`config.mk`:
```
export PLATFORM = sky130hd
export DESIGN_NAME = jsdtx_link_tx
export DESIGN_NICKNAME = d
export VERILOG_FILES = /design/src/design/jsdtx_pkg.sv /design/src/design/jsdtx_stream_if.sv /design/src/design/jsdtx_link_tx.sv /design/src/design/jsdtx_pair_buffer.sv
export SDC_FILE = /design/constraint.sdc
export NUM_CORES = 1
export LEC_CHECK = 0
export ABC_AREA = 1
export BUFFER_PORTS_ARGS = -buffer_cell sky130_fd_sc_hd__buf_2
export CAP_MARGIN = 20
export CELL_PAD_IN_SITES_DETAIL_PLACEMENT = 0
export CELL_PAD_IN_SITES_GLOBAL_PLACEMENT = 1
export CORE_ASPECT_RATIO = 0.6
export CORE_UTILIZATION = 45
export CTS_CLUSTER_DIAMETER = 120
export DETAILED_ROUTE_END_ITERATION = 12
export HOLD_SLACK_MARGIN = 0.06
export PLACE_DENSITY = 0.81
export SLEW_MARGIN = 20
export SYNTH_ARGS = -nofsm -noshare
export SYNTH_HDL_FRONTEND = slang
export SYNTH_HIERARCHICAL = 1
export SYNTH_SLANG_ARGS = --single-unit
```
`constraint.sdc`:
```
create_clock -name ref_clk -period 6.8 [get_ports ref_clk]
set_input_delay 0 -clock ref_clk [delete_from_list [all_inputs] [get_ports ref_clk]]
set_output_delay 0 -clock ref_clk [all_outputs]
set_load 0.03 [all_outputs]
```
`src/design/jsdtx_pkg.sv`:
```
// Shared constants and types of the serial link transmitter.
// Assumes one octet per lane per ref_clk cycle ahead of the line encoders.
package jsdtx_pkg;

   // Lane geometry
   localparam int LANE_MAX      = 8;
   localparam int OCTET_W       = 8;

   // Control characters sent ahead of the 8b/10b encoder
   localparam logic [7:0] K28_5_COMMA  = 8'hbc;
   localparam logic [7:0] K28_0_START  = 8'h1c;
   localparam logic [7:0] K28_3_ALIGN  = 8'h7c;
   localparam logic [7:0] K28_4_CONFIG = 8'h9c;

   // Index of the last multiframe of the alignment sequence (four in all)
   localparam logic [1:0] ILAS_LAST_MF = 2'h3;

   // 64b/66b block geometry
   localparam logic [7:0] BLOCK_OCTETS_SHIFT = 8'h08;
   localparam logic [1:0] HDR_DATA           = 2'h1;

   // Octets of continuous low handshake that force resynchronisation
   localparam logic [7:0] SYNC_REINIT_OCTETS = 8'h10;

   // Value of the multiframe counter after a reference event
   localparam logic [15:0] MF_CNT_RESET = 16'h0000;

   // Line coding selection
   typedef enum logic
   {
      CODE_8B10B  = 1'b0,
      CODE_64B66B = 1'b1
   } jsdtx_code_type;

   // Link states, Gray coded along idle, sync, align, data
   typedef enum logic [1:0]
   {
      ST_IDLE = 2'b00,
      ST_CGS  = 2'b01,
      ST_ILAS = 2'b11,
      ST_DATA = 2'b10
   } jsdtx_state_type;

endpackage : jsdtx_pkg

```
`src/design/jsdtx_stream_if.sv`:
```
// Valid and ready stream carrier between the buffer and the lane logic.
// Assumes both ends share one clock; carries no clock of its own.
`timescale 1ns/1ps

interface jsdtx_stream_if #(parameter int WIDTH = 64);

   logic             valid;
   logic             ready;
   logic [WIDTH-1:0] data;

   // Side that offers words
   modport source (output valid, output data, input ready);
   // Side that takes words
   modport sink   (input valid, input data, output ready);

endinterface : jsdtx_stream_if

```
`src/design/jsdtx_link_tx.sv`:
```
// Link layer of the serial data transmitter: lane spreading, handshake,
// multiframe timing and alignment sequence ahead of the line encoders.
// Assumes synchronous inputs, static configuration while running, and
// external 8b/10b or 64b/66b encoders and serializers on ref_clk.
`timescale 1ns/1ps

module jsdtx_link_tx #(parameter int LANES = jsdtx_pkg::LANE_MAX)
(
   // Device clock and reset
   input  wire logic                 ref_clk,
   input  wire logic                 rst,
   // Configuration
   input  wire logic                 coding_64b66b,
   input  wire logic [3:0]           lane_count,
   input  wire logic [7:0]           frame_octets,
   input  wire logic [8:0]           mf_frames,
   input  wire logic [7:0]           emb_blocks,
   input  wire logic                 fec_enable,
   input  wire logic                 nco_sync_enable,
   // Link control pins
   input  wire logic                 single_ended_sync_pin_n,
   input  wire logic                 sysref,
   // Sample stream
   input  wire logic                 sample_valid,
   output      logic                 sample_ready,
   input  wire logic [LANES*8-1:0]   sample_data,
   // Lane octets toward the encoders
   output      logic [LANES*8-1:0]   lane_octet,
   output      logic [LANES-1:0]     lane_control,
   output      logic [LANES-1:0]     lane_enable,
   output      logic                 lane_sample,
   output      logic                 block_start,
   output      logic [1:0]           block_header,
   output      logic                 fec_active,
   // Status
   output      logic [1:0]           link_state,
   output      logic                 sync_error,
   output      logic                 nco_sync
);

   jsdtx_stream_if #(.WIDTH(LANES*8)) stream ();

   jsdtx_pkg::jsdtx_state_type state;
   jsdtx_pkg::jsdtx_state_type next_state;
   logic [15:0] mf_cnt;
   logic [15:0] mf_period;
   logic        mf_edge;
   logic        mf_last;
   logic        sysref_prev;
   logic        sync_prev;
   logic        sync_rise;
   logic        sync_fall;
   logic [7:0]  low_cnt;
   logic        long_low;
   logic        armed;
   logic [1:0]  ilas_mf;
   logic        mode_prev;
   logic [LANES-1:0] mask;

   // Octets per multiframe (8b/10b) or per extended multiblock (64b/66b)
   function automatic logic [15:0] calc_period(input logic       is64,
                                               input logic [7:0] f,
                                               input logic [8:0] k,
                                               input logic [7:0] e);
      logic [16:0] p;
      p = 17'h0;
      if (is64)
      begin
         p = 17'(e) << jsdtx_pkg::BLOCK_OCTETS_SHIFT;
      end
      else
      begin
         p = {9'h0, f} * {8'h0, k};
      end
      if (p[15:0] == 16'h0)
      begin
         p = 17'h1;
      end
      return p[15:0];
   endfunction : calc_period

   // Ones for each active lane
   function automatic logic [LANES-1:0] lane_mask(input logic [3:0] cnt);
      logic [LANES-1:0] m;
      m = '0;
      for (int i = 0; i < LANES; i++)
      begin
         if ((i < int'(cnt)) || (cnt == 4'h0))
         begin
            m[i] = 1'b1;
         end
      end
      return m;
   endfunction : lane_mask

   // Alignment sequence character: control flag and octet
   function automatic logic [8:0] ilas_char(input logic [1:0]  mf,
                                            input logic [15:0] pos,
                                            input logic [15:0] per,
                                            input logic [7:0]  lane,
                                            input logic [3:0]  lcnt,
                                            input logic [7:0]  f,
                                            input logic [8:0]  k);
      logic [8:0] c;
      c = {1'b0, pos[7:0]};
      if (pos == 16'h0)
      begin
         c = {1'b1, jsdtx_pkg::K28_0_START};
      end
      else if (pos == per - 16'h1)
      begin
         c = {1'b1, jsdtx_pkg::K28_3_ALIGN};
      end
      else if (mf == 2'h1)
      begin
         if (pos == 16'h1)
            c = {1'b1, jsdtx_pkg::K28_4_CONFIG};
         else if (pos == 16'h2)
            c = {1'b0, lane};
         else if (pos == 16'h3)
            c = ((lcnt == 4'h0) || (int'(lcnt) > LANES)) ?
                9'(LANES - 1) : {1'b0, 4'h0, lcnt - 4'h1};
         else if (pos == 16'h4)
            c = {1'b0, f - 8'h1};
         else if (pos == 16'h5)
            c = {1'b0, k[7:0] - 8'h1};
      end
      return c;
   endfunction : ilas_char

   // Word buffer so that a stalled lane path loses nothing
   jsdtx_pair_buffer #(.WIDTH(LANES*8)) u_buffer
   (
      .ref_clk  (ref_clk),
      .rst      (rst),
      .in_valid (sample_valid),
      .in_ready (sample_ready),
      .in_data  (sample_data),
      .out      (stream.source)
   );

   // Words drain only while the link carries data
   assign stream.ready = (state == jsdtx_pkg::ST_DATA);

   // Local multiframe or extended multiblock timing, one octet per cycle
   assign mf_period = calc_period(coding_64b66b, frame_octets,
                                  mf_frames, emb_blocks);
   assign mf_edge   = (mf_cnt == jsdtx_pkg::MF_CNT_RESET);
   assign mf_last   = (mf_cnt >= mf_period - 16'h1);
   assign mask      = lane_mask(lane_count);

   // Handshake edges, sampled on the device clock
   assign sync_rise = single_ended_sync_pin_n && !sync_prev;
   assign sync_fall = !single_ended_sync_pin_n && sync_prev;
   assign long_low  = (low_cnt >= jsdtx_pkg::SYNC_REINIT_OCTETS);

   // Edge detectors for reference and handshake
   always_ff @(posedge ref_clk)
   begin
      if (rst)
      begin
         sysref_prev <= 1'b0;
         sync_prev   <= 1'b1;
         mode_prev   <= 1'b0;
      end
      else
      begin
         sysref_prev <= sysref;
         sync_prev   <= single_ended_sync_pin_n;
         mode_prev   <= coding_64b66b;
      end
   end

   // Multiframe counter; a reference rise restarts it in either coding
   always_ff @(posedge ref_clk)
   begin
      if (rst)
      begin
         mf_cnt <= jsdtx_pkg::MF_CNT_RESET;
      end
      else if (sysref && !sysref_prev)
      begin
         mf_cnt <= jsdtx_pkg::MF_CNT_RESET;
      end
      else if (mf_last)
      begin
         mf_cnt <= jsdtx_pkg::MF_CNT_RESET;
      end
      else
      begin
         mf_cnt <= mf_cnt + 16'h1;
      end
   end

   // Length of current low on the handshake, saturating
   always_ff @(posedge ref_clk)
   begin
      if (rst || single_ended_sync_pin_n)
      begin
         low_cnt <= 8'h0;
      end
      else if (!long_low)
      begin
         low_cnt <= low_cnt + 8'h1;
      end
   end

   // Release seen, waiting for the next multiframe edge
   always_ff @(posedge ref_clk)
   begin
      if (rst || state != jsdtx_pkg::ST_CGS)
      begin
         armed <= 1'b0;
      end
      else if (sync_rise)
      begin
         armed <= 1'b1;
      end
   end

   // Multiframe index inside the alignment sequence
   always_ff @(posedge ref_clk)
   begin
      if (rst || state != jsdtx_pkg::ST_ILAS)
      begin
         ilas_mf <= 2'h0;
      end
      else if (mf_last)
      begin
         ilas_mf <= ilas_mf + 2'h1;
      end
   end

   // Link state sequencing
   always_comb
   begin
      next_state = state;
      case (state)
         jsdtx_pkg::ST_IDLE:
         begin
            if (coding_64b66b)
            begin
               if (mf_edge)
                  next_state = jsdtx_pkg::ST_DATA;
            end
            else if (!single_ended_sync_pin_n)
            begin
               next_state = jsdtx_pkg::ST_CGS;
            end
         end
         jsdtx_pkg::ST_CGS:
         begin
            // Enter on the last octet so the sequence opens at count zero
            if (armed && mf_last && single_ended_sync_pin_n)
               next_state = jsdtx_pkg::ST_ILAS;
         end
         jsdtx_pkg::ST_ILAS:
         begin
            if (long_low)
               next_state = jsdtx_pkg::ST_CGS;
            else if (mf_last && ilas_mf == jsdtx_pkg::ILAS_LAST_MF)
               next_state = jsdtx_pkg::ST_DATA;
         end
         jsdtx_pkg::ST_DATA:
         begin
            if (!coding_64b66b && long_low)
               next_state = jsdtx_pkg::ST_CGS;
         end
         default:
         begin
            next_state = jsdtx_pkg::ST_IDLE;
         end
      endcase
   end

   // State register; a coding change restarts the link
   always_ff @(posedge ref_clk)
   begin
      if (rst || (coding_64b66b != mode_prev))
      begin
         state <= jsdtx_pkg::ST_IDLE;
      end
      else
      begin
         state <= next_state;
      end
   end

   // Short handshake lows in the 8b/10b data state are error reports, not requests
   always_ff @(posedge ref_clk)
   begin
      if (rst)
      begin
         sync_error <= 1'b0;
      end
      else
      begin
         sync_error <= !coding_64b66b && sync_rise && !long_low
                       && (state == jsdtx_pkg::ST_DATA);
      end
   end

   // Handshake low edge feeds oscillator sync only in 64b/66b mode
   always_ff @(posedge ref_clk)
   begin
      if (rst)
      begin
         nco_sync <= 1'b0;
      end
      else
      begin
         nco_sync <= coding_64b66b && nco_sync_enable && sync_fall;
      end
   end

   // Per-lane octet generation; all lanes share one counter and state
   for (genvar g = 0; g < LANES; g++)
   begin : g_lane
      always_ff @(posedge ref_clk)
      begin
         if (rst || !mask[g])
         begin
            lane_octet[g*8 +: 8] <= 8'h0;
            lane_control[g]      <= 1'b0;
         end
         else
         begin
            case (state)
               jsdtx_pkg::ST_CGS:
               begin
                  lane_octet[g*8 +: 8] <= jsdtx_pkg::K28_5_COMMA;
                  lane_control[g]      <= 1'b1;
               end
               jsdtx_pkg::ST_ILAS:
               begin
                  {lane_control[g], lane_octet[g*8 +: 8]} <=
                     ilas_char(ilas_mf, mf_cnt, mf_period, 8'(g),
                               lane_count, frame_octets, mf_frames);
               end
               jsdtx_pkg::ST_DATA:
               begin
                  lane_octet[g*8 +: 8] <= stream.valid ?
                                          stream.data[g*8 +: 8] : 8'h0;
                  lane_control[g]      <= 1'b0;
               end
               default:
               begin
                  lane_octet[g*8 +: 8] <= 8'h0;
                  lane_control[g]      <= 1'b0;
               end
            endcase
         end
      end
   end

   // Per-lane enables and framing flags shared by every lane
   always_ff @(posedge ref_clk)
   begin
      if (rst)
      begin
         lane_enable  <= '0;
         lane_sample  <= 1'b0;
         block_start  <= 1'b0;
         block_header <= 2'h0;
         fec_active   <= 1'b0;
      end
      else
      begin
         lane_enable  <= mask;
         lane_sample  <= (state == jsdtx_pkg::ST_DATA) && stream.valid;
         block_start  <= coding_64b66b && (mf_cnt[2:0] == 3'h0);
         // Plain data header; no CRC or command bits are carried
         block_header <= coding_64b66b ? jsdtx_pkg::HDR_DATA : 2'h0;
         fec_active   <= coding_64b66b && fec_enable;
      end
   end

   // Link state shown outside
   assign link_state = state;

endmodule : jsdtx_link_tx

```
`src/design/jsdtx_pair_buffer.sv`:
```
// Two-entry buffer for sample words ahead of the lane mapper.
// Assumes the sink may stall at any time; nothing is dropped.
`timescale 1ns/1ps

module jsdtx_pair_buffer #(parameter int WIDTH = 64)
(
   // Clock and reset
   input  wire logic             ref_clk,
   input  wire logic             rst,
   // Filling side
   input  wire logic             in_valid,
   output      logic             in_ready,
   input  wire logic [WIDTH-1:0] in_data,
   // Draining side
   jsdtx_stream_if.source        out
);

   logic [WIDTH-1:0] store [2];
   logic             wr_ptr;
   logic             rd_ptr;
   logic [1:0]       fill;
   logic             push;
   logic             pop;

   // Handshake terms
   assign in_ready  = (fill != 2'h2);
   assign out.valid = (fill != 2'h0);
   assign out.data  = store[rd_ptr];
   assign push      = in_valid && in_ready;
   assign pop       = out.valid && out.ready;

   // Storage write
   always_ff @(posedge ref_clk)
   begin
      if (push)
      begin
         store[wr_ptr] <= in_data;
      end
   end

   // Pointers and fill level
   always_ff @(posedge ref_clk)
   begin
      if (rst)
      begin
         wr_ptr <= 1'b0;
         rd_ptr <= 1'b0;
         fill   <= 2'h0;
      end
      else
      begin
         if (push)
         begin
            wr_ptr <= ~wr_ptr;
         end
         if (pop)
         begin
            rd_ptr <= ~rd_ptr;
         end
         if (push && !pop)
         begin
            fill <= fill + 2'h1;
         end
         else if (pop && !push)
         begin
            fill <= fill - 2'h1;
         end
      end
   end

endmodule : jsdtx_pair_buffer

```
# Yosys cells after proc, flatten, opt, wreduce, memory -nomap -nowiden
# Memory sizes are Yosys's and may differ from the RTL's. A register that Yosys moved wholly into a read port is not among the register bits.
# Cells that the tools add are included.
[word_totals]
register_bits = 123
ram_bits = 128
inputBits = 101
out_inout_bits = 90
wordCells = 234
memories = 1
[classes]
add_sub_neg = 9
mul = 1
magnitude_cmp = 11
n_eq_ne = 20
mux = 93
bitwise = 2
n_reduce_logical = 63
[mem_list]
columns = ["memory", "depth", "word_bits", "rd", "rd_clocked_by_memory_dff", "wr", "line", "source"]
rows = [
  ["u_buffer.store", 2, 64, 1, 1, 1, "jsdtx_pair_buffer.sv:18", "logic [WIDTH-1:0] store [2];"],
]
[op_table]
columns = ["cell", "count"]
rows = [
  ["9-bit two-way mux", 41],
  ["8-bit case mux with 3 select lines", 8],
  ["8-bit two-way mux", 10],
  ["16-bit by 2-bit equality test with 1-bit output (second input constant)", 2],
  ["16-bit by 3-bit equality test with 1-bit output (second input constant)", 2],
  ["16-bit zero test", 2],
  ["16-bit two-way mux", 2],
  ["1-bit logical OR", 21],
  ["1-bit logical AND", 18],
  ["2-bit two-way mux", 9],
  ["16-bit by 1-bit adder with 16-bit output (second input constant)", 1],
  ["16-bit by 1-bit equality test with 1-bit output (second input constant)", 1],
  ["16-bit equality test", 1],
  ["16-bit greater-or-equal comparator", 1],
  ["3-bit by 4-bit less-than comparator with 1-bit output (first input constant)", 4],
  ["8-bit by 9-bit multiplier with 16-bit output", 1],
  ["1-bit case mux with 2 select lines", 8],
  ["16-bit by 1-bit subtractor with 16-bit output (second input constant)", 1],
  ["8-bit by 1-bit subtractor with 8-bit output (second input constant)", 2],
  ["1-bit zero test", 15],
  ["1-bit two-way mux", 13],
  ["3-bit != test (second input constant)", 3],
  ["8-bit by 1-bit adder with 8-bit output (second input constant)", 1],
  ["8-bit by 5-bit greater-or-equal comparator with 1-bit output (second input constant)", 1],
  ["20 further kinds", 31],
]

# Logic depth before layout (Yosys ltp)
[depth]
word_depth = 10
depth_mapped = 45
mapped_depth_nobuf = 44

# Modules after synthesis
# Netlist, hierarchy kept.
[by_module_without_submodules]
columns = ["module", "instances", "cells_each", "area_per_inst_um2", "seq_area_each_um2"]
rows = [
  ["jsdtx_link_tx", 1, 1188, 8519.4, 2342.2],
  ["jsdtx_pair_buffer", 1, 236, 5159.9, 3943.8],
]

# Worst setup path before layout
# OpenSTA, ideal clock, no wires.
[synth_path]
path_kind = "input to register"
startpoint = "in mf_frames[3]"
endpoint = "reg mf_cnt[14]"
setup_ns = 0.117
arrival_time_ns = 6.059
required_time_ns = 6.683
setup_slack_ns = 0.624
path_stages = 33
path_buffers = 2
path_cell_list = "clkbuf_1 > nand2_1 > fa_1 > fa_1 > fa_1 > inv_1 > fa_1 > ha_1 > a21oi_2 > nor2_1 > nor2_1 > nand2_1 > nand2_1 > nand3_1 > nand2_1 > nor2_2 > nand3_4 > nand2_2 > inv_2 > ha_1 > nand3_1 > inv_1 > nand4_2 > nor3_4 > nand3_1 > xor2_1 > ha_1 > nand4_1 > nor4_1 > nand4_1 > o2111ai_1 > buf_2 > nor2_1"
[synth_via]
elab_chain_cells = 7
[synth_lines]
columns = ["element", "line", "source"]
rows = [
  ["start: declaration", "jsdtx_link_tx.sv:16", "input wire logic [8:0] mf_frames,"],
  ["8-bit by 9-bit multiplier with 16-bit output (*)", "jsdtx_link_tx.sv:73", "p = {9'h0, f} * {8'h0, k};"],
  ["16-bit two-way mux (*)", "jsdtx_link_tx.sv:67", "if (is64)"],
  ["16-bit zero test", "jsdtx_link_tx.sv:75", "if (p[15:0] == 16'h0)"],
  ["16-bit two-way mux (*)", "jsdtx_link_tx.sv:75", ""],
  ["16-bit by 1-bit subtractor with 16-bit output (*)", "jsdtx_link_tx.sv:149", "assign mf_last = (mf_cnt >= mf_period - 16'h1);"],
  ["16-bit greater-or-equal comparator (*)", "jsdtx_link_tx.sv:149", ""],
  ["3-bit OR reduction (no source line) (*)", "-", ""],
  ["end signal: assignment", "jsdtx_link_tx.sv:179", "mf_cnt <= jsdtx_pkg::MF_CNT_RESET;"],
  ["end signal: assignment", "jsdtx_link_tx.sv:183", "mf_cnt <= jsdtx_pkg::MF_CNT_RESET;"],
  ["end signal: assignment", "jsdtx_link_tx.sv:187", "mf_cnt <= jsdtx_pkg::MF_CNT_RESET;"],
  ["end: declaration", "jsdtx_link_tx.sv:45", "logic [15:0] mf_cnt;"],
]
# Mark *: on every way between the ends. The rest lies on a longest branch, timed or not.
# A chain may end at the register's enable or synchronous reset.

# Final worst setup path
[layout_path]
startpoint = "in mf_frames[3]"
endpoint = "reg lane_octet[10]"
[layout_via]
elab_chain_cells = 9
[layout_lines]
columns = ["element", "line", "source"]
rows = [
  ["8-bit by 9-bit multiplier with 16-bit output (*)", "jsdtx_link_tx.sv:73", ""],
  ["16-bit two-way mux (*)", "jsdtx_link_tx.sv:67", ""],
  ["16-bit zero test", "jsdtx_link_tx.sv:75", ""],
  ["16-bit two-way mux (*)", "jsdtx_link_tx.sv:75", ""],
  ["16-bit by 1-bit subtractor with 16-bit output (*)", "jsdtx_link_tx.sv:110", "else if (pos == per - 16'h1)"],
  ["16-bit equality test (*)", "jsdtx_link_tx.sv:110", ""],
  ["9-bit two-way mux (*)", "jsdtx_link_tx.sv:110", ""],
  ["9-bit two-way mux (*)", "jsdtx_link_tx.sv:106", "if (pos == 16'h0)"],
  ["8-bit case mux with 3 select lines (*)", "jsdtx_link_tx.sv:328", "case (state)"],
  ["end signal: indexed assignment", "jsdtx_link_tx.sv:331", "lane_octet[g*8 +: 8] <= jsdtx_pkg::K28_5_COMMA;"],
  ["end signal: indexed assignment", "jsdtx_link_tx.sv:336", "{lane_control[g], lane_octet[g*8 +: 8]} <="],
  ["end signal: indexed assignment", "jsdtx_link_tx.sv:342", "lane_octet[g*8 +: 8] <= stream.valid ?"],
  ["end: declaration", "jsdtx_link_tx.sv:28", "output logic [LANES*8-1:0] lane_octet,"],
]
# Marked as above.

==> impl_metrics.py <==
metrics = {
    "power_and_ir_drop": {
        "power.internal_mw": 3.05,
        "p_comb_frac": 0.321,
        "power.leakage_nw": 7.64,
        "power_mw": 4.57,
        "netSwitchingFraction": 0.334,
        "powerDensity_nw_per_um2": 276,
        "power.switching_mw": 1.53,
        "p_clk_frac": 0.299,
        "p_seq_frac": 0.380,
        "ir_drop_mv": 0.231,
    },
    "logic_synthesis": {
        "synth_edf_count": 128,
        "netlist_area_um2": 13700,
        "synthDistinctLibCells": 60,
        "syn-num-nets": 1632,
        "ys_top_cells_by_count": "nand2_1 (295), inv_1 (199), edfxtp_1 (128)",
        "yosys.area.top_type": "edfxtp_1",
        "synth_warnings": 6,
        "ys_top_cells_by_area": "edfxtp_1 (28%), dfxtp_1 (18%), nand2_1 (8.1%)",
        "synth_flop_cell": "edfxtp_1",
        "yosysMostFrequentCell": "nand2_1",
        "avgSynthCellArea_um2": 9.61,
        "yosys_register_bits": 250,
        "ys_seq_area_frac": 0.460,
        "postSynth.asyncResetShare": 0,
        "yosysTopAreaCellShare": 0.281,
        "synth_cells": 1424,
    },
    "setup_path": {
        "worst_ep_arrival_time_ns": 6.61,
        "cp_slowest_stage_delay_ns": 0.55,
        "crit_slowest_cell": "fa_1",
        "critPathKind": "in -> reg",
        "critical_path_buf_inv_count": 5,
        "startpoint_type": "input port",
        "endpoint_kind": "flip-flop",
        "worst-path-max-fanout": 11,
        "crit_family": "adder cells",
        "crit_required_ns": 7.17,
    },
    "cts": {
        "clock_latency_ns": 0.52,
        "cts_tree": "done",
        "post_cts_buffers": 0,
        "clock_path_buffers": 3,
        "clk_pin_slew_ns": 0.07,
        "cts.sinks": 250,
        "cts-root-buf": "clkbuf_16",
        "htreeDepth": 1,
        "numCtsBuffers": 22,
    },
    "sta": {
        "hold_violations": 0,
        "setup_viol": 0,
        "drv_slew": 0,
        "fin_crit_sh": 0.917,
        "max_freq_ghz": 0.160,
        "skew_ns": 0.0111,
        "tightest_slew_ns": 0.970,
        "maxSlewHeadroom": 0.349,
        "min_period_ns": 6.23,
    },
    "placed_design": {
        "port_buffers": 189,
        "gp_congestion": 0.903,
        "hpwl_um": 27200,
        "placed_cell_area_um2": 14900,
    },
    "grt": {
        "grt_pass1_vias": 9955,
        "overflow": 0,
        "grt_pass1_wl_um": 55900,
        "track_usage": 0.236,
        "grt_max_degree": 65,
        "antenna_found_initial": 1,
    },
    "routing": {
        "dr.pass1.iters": 5,
        "via_count": 10584,
        "drc_errors": 0,
        "vias_per_cell": 5.01,
        "ant_nets": 0,
        "wire_per_inst_um": 17.5,
        "wl_um": 37000,
        "drtIter0Drc": 849,
    },
    "die": {
        "die_y_um": 137,
        "core_area_um2": 29900,
        "io_pins": 191,
        "placement_rows": 49,
        "die_area_um2": 31100,
        "start_util": 0.457,
        "dieWidth_um": 227,
    },
    "final_layout": {
        "syn_to_final_growth_pct": 21.3,
        "drive_above_1_share": 0.229,
        "nNetsFinal": 1896,
        "nFillCells": 2692,
        "design_area_um2": 16600,
    },
    "status": {
        "run_status": "complete, no violations",
    },
    "worst_hold_path": {
        "hp-class": "in -> reg",
    },
    "flow_run": {
        "timing.max_cap.violations": 0,
    },
}
-- flip-flops by register name (all words and copies together), names as in the netlist, 2 cells and up, named ones only --
register        count
low_cnt             8
lane_enable         8
mf_cnt             16
u_buffer/fill       2
link_state          2
lane_octet         64
u_buffer/store    128
lane_control        8
ilas_mf             2
-- cell usage in the layout, fill, tap and decap left out, types with 15 or more instances in the layout --
master / instances
edfxtp_1: 128
fa_1: 41
nand3_1: 57
clkbuf_16: 24
nor2_1: 119
dlygate4sd3_1: 81
buf_2: 189
nand2_1: 294
o21ai_0: 16
a21oi_1: 93
ha_1: 66
nand4_1: 15
inv_2: 15
mux2_4: 60
xor2_1: 16
dfxtp_1: 121
inv_1: 199
-- worst reg2reg max path, stage by stage (launching register included) --
cell	delay, ns
dfxtp_1	0.56
clkinv_1	0.63
nor2_1	0.59
nand2_1	0.18
inv_2	0.25
buf_4	0.55
nand2_1	0.25
a21oi_1	0.30
-- power by group through the flow --
stage	Clock, mW	Sequential (mW)	Combinational, mW
3_5_place_dp	0	1.77	1.40
3_3_place_gp	0	1.77	1.41
5_1_grt	1.45	1.75	1.65
2_1_floorplan	0	1.82	1.01
6_report	1.37	1.74	1.47
4_1_cts	1.38	1.74	1.45
-- metal layers --
layer	global-route usage	share of wire	vias up
li1	-	-	5163
met1	0.368	0.49	4981
met2	0.327	0.41	392
met3	0.0537	0.084	48
met4	0.0481	0.017	0
met5	0	0	-
-- path summary, 6_finish.rpt --
path	from	to	slack [ns]	cells past startpoint
min	lane_count[1]	lane_enable[5]$_SDFF_PP0_	0.13	3
max reg2reg	link_state[1]$_SDFFE_PP0P_	lane_octet[34]$_SDFF_PP0_	3.40	7
min reg2reg	low_cnt[5]$_SDFFE_PP0N_	low_cnt[5]$_SDFFE_PP0N_	0.43	2
max	mf_frames[3]	lane_octet[10]$_SDFF_PP0_	0.57	36
-- through the flow --
step | TNS [ns] | hold WS [ns] | std cells | util | setup WS (ns)
6_report | 0 | 0.130 | 2114 | 0.554 | 0.566
5_1_grt | -0.00583 | 0.154 | 2113 | 0.554 | -0.00583
4_1_cts | 0 | 0.0995 | 2112 | 0.553 | 0.484
3_5_place_dp | -0.0407 | 0.191 | 1991 | 0.500 | -0.0407
3_3_place_gp | 0 | 0.188 | 1991 | 0.500 | 0.0105
2_1_floorplan | 0 | 0.0989 | 1424 | - | 0.624
-- repair_timing --
action / 4_1_cts / 5_1_grt
resized for setup: 0 / 6
hold endpoints to repair: 165 / 0
endpoints found under the setup margin: 0 / 33
hold buffers: 81 / 0
-- cell type report --
type,instances,area (um^2),share of cell area
inverter,217,820,0.0494
clock inverter,11,163,0.00981
multi-input combinational,913,6310,0.380
tap,408,510,0.0308
clock buffer,29,629,0.0379
timing repair buffer,284,1860,0.112
sequential,250,6290,0.379
antenna,2,5.00,0.000302
-- kinds of logic after synthesis --
group,Yosys count,synth area share
muxes,64,0.0691
adders and majority gates,107,0.120
and+or+nand+nor,558,0.186
AOI/OAI and AO/OA,159,0.0667
buffers and inverters,261,0.0828
DFF,250,0.460
xor gates and xnor gates,24,0.0154
other,1,0.000274
(Power assumes the default switching activity.)
